File: src/inc/iwu_pkg.sv
// Operation
// - Software interrupt vectors to 0x001, clears enable.
// - Return-from-interrupt sets global enable, resumes.
// - Enable/disable instructions drive global enable.
// - Events set sticky flags; firmware zero clears.
// - Flag reads back only where enabled.
// - Enabled pending flag vectors to 0x008.
// - First timer overflow sets its flag.
// - Second timer underflow sets its flag.
// - Watchdog timeout in interrupt mode sets flag.
// - Input pin change with wake bit flags.
// - External select masks pin zero change.
// - Selected pin zero edge sets external flag.
// - Falling low-voltage output sets its flag.
// - Run bit starts and stops watchdog.
// - Timeout resets or interrupts, clears status.
// - Base timeout selectable: 3.5/15/60/250 ms.
// - Assigned prescaler extends watchdog period.
// - Clear-watchdog clears counts, sets status.
// - Watchdog counts regardless of sleep modes.
// - Watchdog flag and enable at bit 6.
// - Second timer bit 3, first timer bit 0.
`default_nettype none

package iwu_pkg;

    // Clock rate of the bus and instruction side.
    localparam int unsigned CLK_HZ          = 100_000_000;

    // Register byte offsets.
    localparam logic [11:0] OFS_FLAG        = 12'h000;
    localparam logic [11:0] OFS_ENABLE      = 12'h004;
    localparam logic [11:0] OFS_POWER       = 12'h008;
    localparam logic [11:0] OFS_CONFIG      = 12'h00c;
    localparam logic [11:0] OFS_PORT_CFG    = 12'h010;
    localparam logic [11:0] OFS_STATUS      = 12'h014;

    // Flag and enable bit positions.
    localparam int unsigned BIT_FIRST_TIMER = 0;
    localparam int unsigned BIT_PORT_CHANGE = 1;
    localparam int unsigned BIT_EXTERNAL    = 2;
    localparam int unsigned BIT_SECOND_TIMER = 3;
    localparam int unsigned BIT_LOW_VOLTAGE = 4;
    localparam int unsigned BIT_WATCHDOG    = 6;

    // Power control fields.
    localparam int unsigned BIT_RUN         = 7;
    localparam int unsigned BIT_ASSIGN      = 3;

    // Configuration fields.
    localparam int unsigned BIT_CFG_WDT_ON  = 0;
    localparam int unsigned BIT_CFG_IRQ_MODE = 1;
    localparam int unsigned BIT_CFG_PERIOD  = 2;

    // Port configuration fields.
    localparam int unsigned BIT_EXT_SELECT  = 6;
    localparam int unsigned BIT_EDGE_SELECT = 7;

    // Status fields.
    localparam int unsigned BIT_TIMEOUT     = 0;
    localparam int unsigned BIT_GIE         = 1;

    // Reset values.
    localparam logic [7:0] RST_POWER        = 8'h80;
    localparam logic [7:0] RST_CONFIG       = 8'h01;
    localparam logic [7:0] RST_ZERO         = 8'h00;

    // Fetch vectors.
    localparam logic [9:0] SWI_VECTOR       = 10'h001;
    localparam logic [9:0] HW_VECTOR        = 10'h008;

    // Watchdog base tick and timeout periods in microseconds.
    localparam int unsigned WDT_TICK_US     = 500;
    localparam int unsigned WDT_TICK_CYCLES = WDT_TICK_US * (CLK_HZ / 1_000_000);
    localparam int unsigned WDT_P0_US       = 3500;
    localparam int unsigned WDT_P1_US       = 15000;
    localparam int unsigned WDT_P2_US       = 60000;
    localparam int unsigned WDT_P3_US       = 250000;
    localparam logic [8:0]  WDT_P0_TICKS    = 9'(WDT_P0_US / WDT_TICK_US);
    localparam logic [8:0]  WDT_P1_TICKS    = 9'(WDT_P1_US / WDT_TICK_US);
    localparam logic [8:0]  WDT_P2_TICKS    = 9'(WDT_P2_US / WDT_TICK_US);
    localparam logic [8:0]  WDT_P3_TICKS    = 9'(WDT_P3_US / WDT_TICK_US);

    // Instruction strobes from the core, each a one-cycle pulse.
    typedef struct packed {
        logic swi;
        logic reti;
        logic enable_irq_instr;
        logic disable_irq_instr;
        logic clear_watchdog_instr;
        logic boundary;
    } iwu_core_cmd_s;

    // Event sources from the peripherals.
    typedef struct packed {
        logic       timer_overflow;
        logic       timer_underflow;
        logic [5:0] port_pins;
        logic [5:0] port_is_input;
        logic       lvd_out;
    } iwu_event_in_s;

endpackage

`default_nettype wire

File: src/iwu_unit.sv
// Chosen here: the register offsets and register access over APB.
`default_nettype none

module iwu_unit #(
    parameter int unsigned TICK_CYCLES = iwu_pkg::WDT_TICK_CYCLES
) (
    // Clock and reset.
    input  wire logic                  pclk,
    input  wire logic                  presetn,
    // APB slave.
    input  wire logic                  psel,
    input  wire logic                  penable,
    input  wire logic                  pwrite,
    input  wire logic [11:0]           paddr,
    input  wire logic [31:0]           pwdata,
    output logic      [31:0]           prdata,
    output logic                       pready,
    output logic                       pslverr,
    // Core and event side.
    input  wire iwu_pkg::iwu_core_cmd_s core_cmd,
    input  wire iwu_pkg::iwu_event_in_s events,
    output logic                       irq_req,
    output logic                       fetch_redirect,
    output logic      [9:0]            fetch_vector,
    output logic                       wdt_reset
);
    import iwu_pkg::*;

    ////////////////////////////////////////////////////////////////////////////
    // Registers and state.
    logic [7:0]  flag_reg;         // Sticky event flags.
    logic [7:0]  enable_reg;       // Per-source enables.
    logic [7:0]  power_reg;        // Run bit, prescaler assign and select.
    logic [7:0]  config_reg;       // Watchdog configuration.
    logic [7:0]  port_cfg_reg;     // Wake bits, external select and edge.
    logic        gie_reg;          // Global interrupt enable.
    logic        timeout_reg;      // Timeout status, low after a timeout.
    logic [5:0]  pins_prev_reg;    // Pin levels one cycle ago.
    logic        lvd_prev_reg;     // Detector level one cycle ago.
    logic [15:0] tick_cnt_reg;     // Divider for the watchdog base tick.
    logic [8:0]  wdt_cnt_reg;      // Base period counter in ticks.
    logic [7:0]  pre_cnt_reg;      // Prescaler counter of base periods.
    logic [7:0]  flag_next;        // Next flag value.
    logic [7:0]  set_vec;          // Hardware set requests this cycle.
    logic [5:0]  change_vec;       // Qualified pin level changes.
    logic        flag_wr;          // Firmware write to the flag register.
    logic        take_irq;         // Hardware interrupt accepted.
    logic        wdt_running;      // Watchdog enabled and started.
    logic        wdt_tick;         // One-cycle base tick.
    logic        base_expire;      // Base period reached this tick.
    logic        wdt_timeout;      // Full timeout this cycle.
    logic [8:0]  period_ticks;     // Selected base period.
    logic [7:0]  pre_limit;        // Prescaler ratio minus one.
    logic        ext_edge;         // Selected edge seen on pin zero.
    logic [31:0] read_mux;         // Read data for the addressed register.
    logic        addr_ok;          // Address is mapped.

    ////////////////////////////////////////////////////////////////////////////
    // APB decode; the slave never inserts wait states.
    assign pready  = 1'b1;
    assign addr_ok = (paddr == OFS_FLAG) || (paddr == OFS_ENABLE) ||
                     (paddr == OFS_POWER) || (paddr == OFS_CONFIG) ||
                     (paddr == OFS_PORT_CFG) || (paddr == OFS_STATUS);
    assign flag_wr = psel && penable && pwrite && (paddr == OFS_FLAG);

    // Read multiplexer; flags show only where enabled.
    // Reading never clears a flag, so polling has no side effect.
    always_comb begin
        read_mux = 32'h0000_0000;
        unique case (paddr)
            OFS_FLAG:     read_mux[7:0] = flag_reg & enable_reg;
            OFS_ENABLE:   read_mux[7:0] = enable_reg;
            OFS_POWER:    read_mux[7:0] = power_reg;
            OFS_CONFIG:   read_mux[7:0] = config_reg;
            OFS_PORT_CFG: read_mux[7:0] = port_cfg_reg;
            OFS_STATUS: begin
                read_mux[BIT_TIMEOUT] = timeout_reg;
                read_mux[BIT_GIE]     = gie_reg;
            end
            default:      read_mux = 32'h0000_0000;
        endcase
    end

    // Read data and error are captured in the setup cycle.
    // That keeps prdata steady through every access cycle.
    always_ff @(posedge pclk or negedge presetn) begin
        if (!presetn) begin
            prdata  <= 32'h0000_0000;
            pslverr <= 1'b0;
        end else if (psel && !penable) begin
            prdata  <= pwrite ? 32'h0000_0000 : read_mux;
            pslverr <= !addr_ok;
        end
    end

    // Plain control registers written in the access cycle.
    // Writes to status or unmapped offsets change nothing.
    always_ff @(posedge pclk or negedge presetn) begin
        if (!presetn) begin
            enable_reg   <= RST_ZERO;
            power_reg    <= RST_POWER;
            config_reg   <= RST_CONFIG;
            port_cfg_reg <= RST_ZERO;
        end else if (psel && penable && pwrite) begin
            if (paddr == OFS_ENABLE) begin
                enable_reg <= pwdata[7:0];
            end
            if (paddr == OFS_POWER) begin
                power_reg <= pwdata[7:0];
            end
            if (paddr == OFS_CONFIG) begin
                config_reg <= pwdata[7:0];
            end
            if (paddr == OFS_PORT_CFG) begin
                port_cfg_reg <= pwdata[7:0];
            end
        end
    end

    ////////////////////////////////////////////////////////////////////////////
    // Event detection; inputs are synchronous to pclk.
    // The detector history resets high, its healthy level, so release
    // from reset is never taken for a supply drop.
    always_ff @(posedge pclk or negedge presetn) begin
        if (!presetn) begin
            pins_prev_reg <= 6'h00;
            lvd_prev_reg  <= 1'b1;
        end else begin
            pins_prev_reg <= events.port_pins;
            lvd_prev_reg  <= events.lvd_out;
        end
    end

    // Per-pin change detection, qualified by direction and wake bit.
    // Pin zero loses change detection while it is the external input.
    for (genvar i = 0; i < 6; i++) begin : g_pin
        if (i == 0) begin : g_zero
            assign change_vec[i] = (events.port_pins[i] ^ pins_prev_reg[i]) &
                                   events.port_is_input[i] & port_cfg_reg[i] &
                                   !port_cfg_reg[BIT_EXT_SELECT];
        end else begin : g_other
            assign change_vec[i] = (events.port_pins[i] ^ pins_prev_reg[i]) &
                                   events.port_is_input[i] & port_cfg_reg[i];
        end
    end

    // Edge select high picks rising, low picks falling.
    assign ext_edge = port_cfg_reg[BIT_EXT_SELECT] &&
                      (port_cfg_reg[BIT_EDGE_SELECT] ?
                       (events.port_pins[0] && !pins_prev_reg[0]) :
                       (!events.port_pins[0] && pins_prev_reg[0]));

    // Collect hardware set requests.
    // Bits 5 and 7 have no source and always read as zero.
    always_comb begin
        set_vec                   = 8'h00;
        set_vec[BIT_FIRST_TIMER]  = events.timer_overflow;
        set_vec[BIT_SECOND_TIMER] = events.timer_underflow;
        set_vec[BIT_PORT_CHANGE]  = |change_vec;
        set_vec[BIT_EXTERNAL]     = ext_edge;
        set_vec[BIT_LOW_VOLTAGE]  = lvd_prev_reg && !events.lvd_out;
        set_vec[BIT_WATCHDOG]     = wdt_timeout && config_reg[BIT_CFG_IRQ_MODE];
    end

    // Firmware writes of zero clear; a set in the same cycle wins.
    // Writing ones keeps a flag, so one source clears without a race.
    assign flag_next = (flag_wr ? (flag_reg & pwdata[7:0]) : flag_reg) | set_vec;

    // Sticky flag register.
    always_ff @(posedge pclk or negedge presetn) begin
        if (!presetn) begin
            flag_reg <= RST_ZERO;
        end else begin
            flag_reg <= flag_next;
        end
    end

    ////////////////////////////////////////////////////////////////////////////
    // Interrupt request and vectoring.
    // All sources share one vector; the handler polls the flags.
    assign irq_req  = gie_reg && |(flag_reg & enable_reg);
    assign take_irq = irq_req && core_cmd.boundary && !core_cmd.swi;

    // Global enable; automatic clears outrank instruction sets.
    // An enable in the same cycle as a take cannot let nesting in.
    always_ff @(posedge pclk or negedge presetn) begin
        if (!presetn) begin
            gie_reg <= 1'b0;
        end else if (core_cmd.swi || take_irq) begin
            gie_reg <= 1'b0;
        end else if (core_cmd.disable_irq_instr) begin
            gie_reg <= 1'b0;
        end else if (core_cmd.enable_irq_instr || core_cmd.reti) begin
            gie_reg <= 1'b1;
        end
    end

    // Redirect pulse and vector for the next fetch.
    // The vector holds between redirects.
    always_ff @(posedge pclk or negedge presetn) begin
        if (!presetn) begin
            fetch_redirect <= 1'b0;
            fetch_vector   <= 10'h000;
        end else begin
            fetch_redirect <= core_cmd.swi || take_irq;
            if (core_cmd.swi) begin
                fetch_vector <= SWI_VECTOR;
            end else if (take_irq) begin
                fetch_vector <= HW_VECTOR;
            end
        end
    end

    ////////////////////////////////////////////////////////////////////////////
    // Watchdog; the tick free-runs and is never gated by sleep modes.
    // Stopping keeps the counts, and a restart may see its first tick
    // up to one tick period early, as the divider never stops.
    assign wdt_running = config_reg[BIT_CFG_WDT_ON] && power_reg[BIT_RUN];
    assign wdt_tick    = (tick_cnt_reg == 16'(TICK_CYCLES - 1));

    // Base period selection.
    // Periods are counted in base ticks of TICK_CYCLES clocks each.
    always_comb begin
        unique case (config_reg[BIT_CFG_PERIOD +: 2])
            2'h0: period_ticks = WDT_P0_TICKS;
            2'h1: period_ticks = WDT_P1_TICKS;
            2'h2: period_ticks = WDT_P2_TICKS;
            2'h3: period_ticks = WDT_P3_TICKS;
        endcase
    end

    // Assigned prescaler ratio: 1..128 in reset mode, 2..256 in interrupt mode.
    // Interrupt mode doubles each assigned ratio; unassigned, the ratio is one in both modes.
    always_comb begin
        if (!power_reg[BIT_ASSIGN]) begin
            pre_limit = 8'h00;
        end else if (config_reg[BIT_CFG_IRQ_MODE]) begin
            pre_limit = 8'((9'h002 << power_reg[2:0]) - 9'h001);
        end else begin
            pre_limit = 8'((9'h001 << power_reg[2:0]) - 9'h001);
        end
    end

    // A base period ends on its last tick; the prescaler counts periods.
    assign base_expire = wdt_running && wdt_tick && (wdt_cnt_reg == period_ticks - 9'h001);
    assign wdt_timeout = base_expire && (pre_cnt_reg == pre_limit) && !core_cmd.clear_watchdog_instr;

    // Tick divider runs continuously from reset.
    // Nothing but reset stops it, so standby and halt keep it counting.
    always_ff @(posedge pclk or negedge presetn) begin
        if (!presetn) begin
            tick_cnt_reg <= 16'h0000;
        end else if (wdt_tick) begin
            tick_cnt_reg <= 16'h0000;
        end else begin
            tick_cnt_reg <= tick_cnt_reg + 16'h0001;
        end
    end

    // Base counter and prescaler; clear-watchdog restarts both.
    // A clear in the timeout cycle wins, so a timely clear is never lost.
    always_ff @(posedge pclk or negedge presetn) begin
        if (!presetn) begin
            wdt_cnt_reg <= 9'h000;
            pre_cnt_reg <= 8'h00;
        end else if (core_cmd.clear_watchdog_instr || wdt_timeout) begin
            wdt_cnt_reg <= 9'h000;
            pre_cnt_reg <= 8'h00;
        end else if (base_expire) begin
            wdt_cnt_reg <= 9'h000;
            pre_cnt_reg <= pre_cnt_reg + 8'h01;
        end else if (wdt_running && wdt_tick) begin
            wdt_cnt_reg <= wdt_cnt_reg + 9'h001;
        end
    end

    // Timeout status and the reset request pulse.
    // The reset request lasts one cycle; system reset logic stretches it.
    always_ff @(posedge pclk or negedge presetn) begin
        if (!presetn) begin
            timeout_reg <= 1'b1;
            wdt_reset   <= 1'b0;
        end else begin
            wdt_reset <= wdt_timeout && !config_reg[BIT_CFG_IRQ_MODE];
            if (wdt_timeout) begin
                timeout_reg <= 1'b0;
            end else if (core_cmd.clear_watchdog_instr) begin
                timeout_reg <= 1'b1;
            end
        end
    end

    ////////////////////////////////////////////////////////////////////////////
    // Checks.
    // Each property watches the state or output that carries its rule.
    property p_swi_vector;
        @(posedge pclk) disable iff (!presetn)
        core_cmd.swi |=> fetch_redirect && (fetch_vector == SWI_VECTOR) && !gie_reg;
    endproperty
    a_swi_vector: assert property (p_swi_vector) else $error("software vector wrong");

    property p_reti_sets;
        @(posedge pclk) disable iff (!presetn)
        (core_cmd.reti && !core_cmd.swi && !take_irq && !core_cmd.disable_irq_instr) |=> gie_reg;
    endproperty
    a_reti_sets: assert property (p_reti_sets) else $error("return left enable low");

    property p_disable_irq_instr_clears;
        @(posedge pclk) disable iff (!presetn)
        core_cmd.disable_irq_instr |=> !gie_reg;
    endproperty
    a_disable_irq_instr_clears: assert property (p_disable_irq_instr_clears) else $error("disable did not clear");

    property p_hw_take;
        @(posedge pclk) disable iff (!presetn)
        (irq_req && core_cmd.boundary && !core_cmd.swi) |=>
            fetch_redirect && (fetch_vector == HW_VECTOR) && !gie_reg ##1
            (!fetch_redirect || $past(core_cmd.swi));
    endproperty
    a_hw_take: assert property (p_hw_take) else $error("hardware vector wrong");

    property p_request;
        @(posedge pclk) disable iff (!presetn)
        (gie_reg && !psel && !core_cmd.swi && !core_cmd.disable_irq_instr && !take_irq &&
         ((set_vec & enable_reg) != 8'h00)) |=> irq_req;
    endproperty
    a_request: assert property (p_request) else $error("request mismatch");

    property p_sticky;
        @(posedge pclk) disable iff (!presetn)
        !flag_wr |=> ((flag_reg & $past(flag_reg)) == $past(flag_reg));
    endproperty
    a_sticky: assert property (p_sticky) else $error("flag lost without write");

    property p_set_wins;
        @(posedge pclk) disable iff (!presetn)
        (set_vec != 8'h00) |=> ((flag_reg & $past(set_vec)) == $past(set_vec));
    endproperty
    a_set_wins: assert property (p_set_wins) else $error("event lost to clear");

    property p_read_mask;
        @(posedge pclk) disable iff (!presetn)
        (psel && !penable && !pwrite && paddr == OFS_FLAG) |=>
            (prdata[7:0] == $past(flag_reg & enable_reg));
    endproperty
    a_read_mask: assert property (p_read_mask) else $error("flag read unmasked");

    property p_timeout_status;
        @(posedge pclk) disable iff (!presetn)
        wdt_timeout |=> !timeout_reg && (wdt_reset == !$past(config_reg[BIT_CFG_IRQ_MODE]));
    endproperty
    a_timeout_status: assert property (p_timeout_status) else $error("timeout effect wrong");

    property p_clear_watchdog;
        @(posedge pclk) disable iff (!presetn)
        core_cmd.clear_watchdog_instr |=> (wdt_cnt_reg == 9'h000) && (pre_cnt_reg == 8'h00) && timeout_reg;
    endproperty
    a_clear_watchdog: assert property (p_clear_watchdog) else $error("clear watchdog failed");

    property p_pin_zero_mask;
        @(posedge pclk) disable iff (!presetn)
        port_cfg_reg[BIT_EXT_SELECT] |-> !change_vec[0];
    endproperty
    a_pin_zero_mask: assert property (p_pin_zero_mask) else $error("pin zero change seen");

    property p_stopped;
        @(posedge pclk) disable iff (!presetn)
        (!wdt_running && !core_cmd.clear_watchdog_instr) |=> $stable(wdt_cnt_reg) && !$past(wdt_timeout);
    endproperty
    a_stopped: assert property (p_stopped) else $error("stopped watchdog counted");

endmodule

`default_nettype wire

File: config.mk
export PLATFORM = sky130hd
export DESIGN_NAME = iwu_unit
export DESIGN_NICKNAME = d
export VERILOG_FILES = /design/src/inc/iwu_pkg.sv /design/src/iwu_unit.sv
export SDC_FILE = /design/constraint.sdc
export NUM_CORES = 1
export LEC_CHECK = 0
export BUFFER_PORTS_ARGS = -buffer_cell sky130_fd_sc_hd__buf_2
export CAP_MARGIN = 20
export CORE_ASPECT_RATIO = 0.5
export CORE_UTILIZATION = 45
export DETAILED_ROUTE_END_ITERATION = 6
export MAX_ROUTING_LAYER = met4
export PLACE_DENSITY = 0.7
export SKIP_CTS_REPAIR_TIMING = 1
export SYNTH_ARGS = -nofsm -noshare
export SYNTH_HDL_FRONTEND = slang
export SYNTH_SLANG_ARGS = --single-unit
File: constraint.sdc
create_clock -name pclk -period 6.6 [get_ports pclk]
set_input_delay 0.99 -clock pclk [delete_from_list [all_inputs] [get_ports pclk]]
set_output_delay 0.99 -clock pclk [all_outputs]
set_load 0.02 [all_outputs]
==> impl_summary.log <==
INFO  metric outcome = finished, final reports clean
INFO  metric highest_delay_cell_along_the_critical_path = sky130_fd_sc_hd__o41ai_2
INFO  metric cts_made_buffers = 9
INFO  metric endpoint_kind = flop
INFO  metric critical_path_endpoint = pre_cnt_reg[5]
INFO  metric die-width = 155 µm
INFO  metric globalplace.congestion = 0.824
INFO  metric crit_path_cell_trace = inv_1 -> ha_1 -> nand2_1 -> ha_1 -> or4bb_1 -> o21ai_0 -> o31a_1 -> o2111a_1 -> nor3_1 -> o41ai_2 -> nor2_1
INFO  metric clock_insertion_delay_at_the_later_pin_of_the_skew_report = 0.35 ns
INFO  metric die_outline_area = 12200 µm²
INFO  metric track_usage = 0.198
INFO  metric ys_top_cells_by_area = sky130_fd_sc_hd__dfrtp_1, sky130_fd_sc_hd__mux2_2, sky130_fd_sc_hd__buf_4
INFO  metric area_of_the_core = approximately 11000 µm²
INFO  metric worst_pin_slew = 0.913 ns
INFO  metric post-place-cells = 730
INFO  metric grt_first_pass_wirelength = ~18 mm
INFO  metric synthesis.instances = about 540
INFO  metric synth_enable_flop_cells = 0
INFO  metric critical_path_class = reg2reg
INFO  metric finalSetupTns = 0 ns
INFO  metric core.rowCount = 27
INFO  metric die-height = between 70 and 80 µm
INFO  metric start_util = 0.471
INFO  metric setup.worst_path.start_class = flop
INFO  metric deepest_clock_path_buffer_count = 2
INFO  metric final-hold-violation-count = 0
INFO  metric wl_per_cell = 14.9 µm
INFO  metric final_period_minus_worst_setup_slack = 3.42 ns
INFO  metric detail_route.wirelength = 11.1 mm
INFO  metric clk_transition_reported_paths = 0.07 ns
INFO  metric drv_cap = 0
INFO  metric synth_sequential_area_ratio = 0.452
INFO  metric antenna_violations_before_repair = 0
INFO  metric cp_data_required_time = 6.80 ns
INFO  metric synth.most_common_cell = sky130_fd_sc_hd__dfrtp_1
INFO  metric postSynth.topFlopCell = sky130_fd_sc_hd__dfrtp_1
INFO  metric leakagePower = 2.74 nW
INFO  metric synthesis.area = ~5300 µm²
INFO  metric simple_gate_share_of_the_synthesized_area = 0.196
INFO  metric yosys.area_share.xor_xnor = 0.0565
INFO  metric vias_per_cell = 5.47
INFO  metric antenna_violating_nets_post_route = 0
INFO  metric postSynthRegisterBits = 95
INFO  metric first_global_vias = 3706
INFO  metric ir_worst_vdd = 0.145 mV
INFO  metric rsz0062_at_grt = no
INFO  metric cts_htree_levels = 3
INFO  metric clock-sinks = 95
INFO  metric critical_path_fanout_max = 13
INFO  metric grt_max_degree = between 60 and 70
INFO  metric clockRootBuffer = sky130_fd_sc_hd__clkbuf_16
INFO  metric slew_limit_fails = 0
INFO  metric firstDrtPassIters = 5
INFO  metric fill_cells = approximately 1000
INFO  metric slew_headroom = 0.387
INFO  metric mux_cell_area_share_after_synthesis = 0.0841
INFO  metric p_r_area_growth_vs_syn = 11.2%
INFO  metric holdCritPathClass = reg2reg
INFO  metric globalRoute.totalOverflow = 0
INFO  metric final.setup_skew = 0.00773 ns
INFO  metric critPathLaunch = config_reg[1]
INFO  metric dr_vias = 4078
INFO  metric portBuffers = 59
INFO  metric setup_slack_of_the_most_critical_reg_to_reg_path = 3.18 ns
INFO  metric rr_endpoint = pre_cnt_reg[5]
INFO  metric ff2ff_path_depth = 11
INFO  metric final.period_utilization = 0.518
INFO  metric io-pin-count = ~120
INFO  metric power_density = 206 nW/µm²
INFO  metric max_freq = 293 MHz
INFO  metric synth_top_family_by_area = simple AND/OR/NAND/NOR gates
INFO  metric place.detailed.hpwl = 7.88 mm
INFO  metric setup_viol = 0
INFO  metric netlist-cell-type-count = slightly above 60
INFO  metric arrival = 3.62 ns
INFO  metric critical_path_depth = 11
INFO  metric finish.net_count = 660
INFO  metric most_numerous_cell_types_in_the_synthesized_netlist = sky130_fd_sc_hd__dfrtp_1, sky130_fd_sc_hd__nand2_1, sky130_fd_sc_hd__nor2_1
INFO  metric crit_top_cell = sky130_fd_sc_hd__ha_1
INFO  metric synth_largest_type_area_fraction = 0.432
INFO  metric synth.yosys.warnings = 0
INFO  metric critical-path-top-delay-family = compound AO/OA/AOI/OAI gates
INFO  metric drc = 0
INFO  metric num_antenna_cells = 0
INFO  metric synth_adder_area_share = 0.0190
INFO  metric syn_area_per_cell = 9.81 µm²
INFO  metric ys_async_sr_fraction = 1.00
INFO  metric synth_compound_gate_area_share = 0.117
INFO  metric final_layout_size_suffix_gt1_frac = 0.206
INFO  metric synth_top_cell_by_area = sky130_fd_sc_hd__dfrtp_1
INFO  metric largest_register_ffs = 16
INFO  metric cts_tree = yes
INFO  metric worstReg2RegStart = config_reg[1]
INFO  metric drtIter0Drc = 277
INFO  metric critical_path.n_buffers_inverters = 1
INFO  metric critical_path.max_stage_delay = 0.67 ns
INFO  metric finalNonFillerCells = 746
[kinds of logic after synthesis]
family / after synthesis
flops: 95
compound gates: 88
buf+inv: 68
xor+xnor: 34
other cells: 2
mux: 40
simple gates: 202
fa+ha+maj: 8
[per-layer routing]
| metal | wire (µm) | share of wire | vias to the layer above | global-route usage |
|---|---|---|---|---|
| met3 | 626 | 0.056 | 15 | 0.0370 |
| met5 | 0 | 0 | - | - |
| met2 | 5050 | 0.45 | 152 | 0.307 |
| li1 | - | - | 1937 | - |
| met4 | 205 | 0.018 | 0 | 0.0673 |
| met1 | 5230 | 0.47 | 1974 | 0.262 |
[worst min-delay path: stages, from the launching register on]
cell and delay (ns):
sky130_fd_sc_hd__dfrtp_1 0.34, sky130_fd_sc_hd__nand2_1 0.04, sky130_fd_sc_hd__o21ai_0 0.06
[cells in the final DEF, fill, tap and decap left out, drive strengths merged, types with 3 or more instances in the layout]
master	n
and3	14
conb	33
xnor2	12
a22oi	5
a21oi	9
clkbuf	10
o21ai	23
dfstp	4
o32ai	3
nor2b	7
nor4	7
inv	12
nand3	22
a221oi	7
nand2	53
nor2	38
buf	61
mux2	34
a21o	3
o21a	3
o211ai	7
ha	8
a211oi	3
or4	4
dfrtp	91
nand3b	3
nand4	12
a31oi	7
nor3	14
xor2	22
nand2b	11
or3	4
and2	5
mux2i	6
[per-stage QoR]
step	power [W]	utilization	hold WS (ns)	setup slack [ns]	instance area, µm²
4_1_cts	0.00122	0.524	0.481	3.18	5860
5_1_grt	0.00125	0.524	0.495	2.87	5860
3_3_place_gp	0.000673	0.496	0.462	3.19	5540
6_report	0.00121	0.524	0.476	3.18	5860
3_5_place_dp	0.000674	0.496	0.465	3.09	5540
2_1_floorplan	0.000655	-	0.451	3.62	5380
[cell type report]
| class | count | area, µm² | area share |
|---|---|---|---|
| timing repair buffer | 61 | 313 | 0.0534 |
| multi-input combinational | 405 | 2610 | 0.446 |
| inverter | 10 | 37.5 | 0.00641 |
| clock buffer | 10 | 239 | 0.0408 |
| sequential | 95 | 2380 | 0.407 |
| clock inverter | 6 | 76.3 | 0.0130 |
| tap | 159 | 199 | 0.0340 |
[how the worst min path moves through the flow]
stage                     start               end  slack, ns  cells after the start
2_1_floorplan  tick_cnt_reg[13]  tick_cnt_reg[13]       0.45                      1
3_3_place_gp          prdata[1]         prdata[1]       0.46                      2
3_5_place_dp          prdata[1]         prdata[1]       0.46                      2
4_1_cts               prdata[1]         prdata[1]       0.48                      2
5_1_grt               prdata[1]         prdata[1]       0.50                      2
6_report              prdata[1]         prdata[1]       0.48                      2
[where the power goes]
group | total, W | switching (W) | leakage, nW | internal (W)
clock | 0.000545 | 0.000235 | 0.152 | 0.000309
sequential | 0.000592 | 0.00000451 | 1.26 | 0.000587
combinational | 0.0000714 | 0.0000514 | 1.33 | 0.0000200
total | 0.00121 | 0.000291 | 2.74 | 0.000917
(Power assumes the default switching activity.)
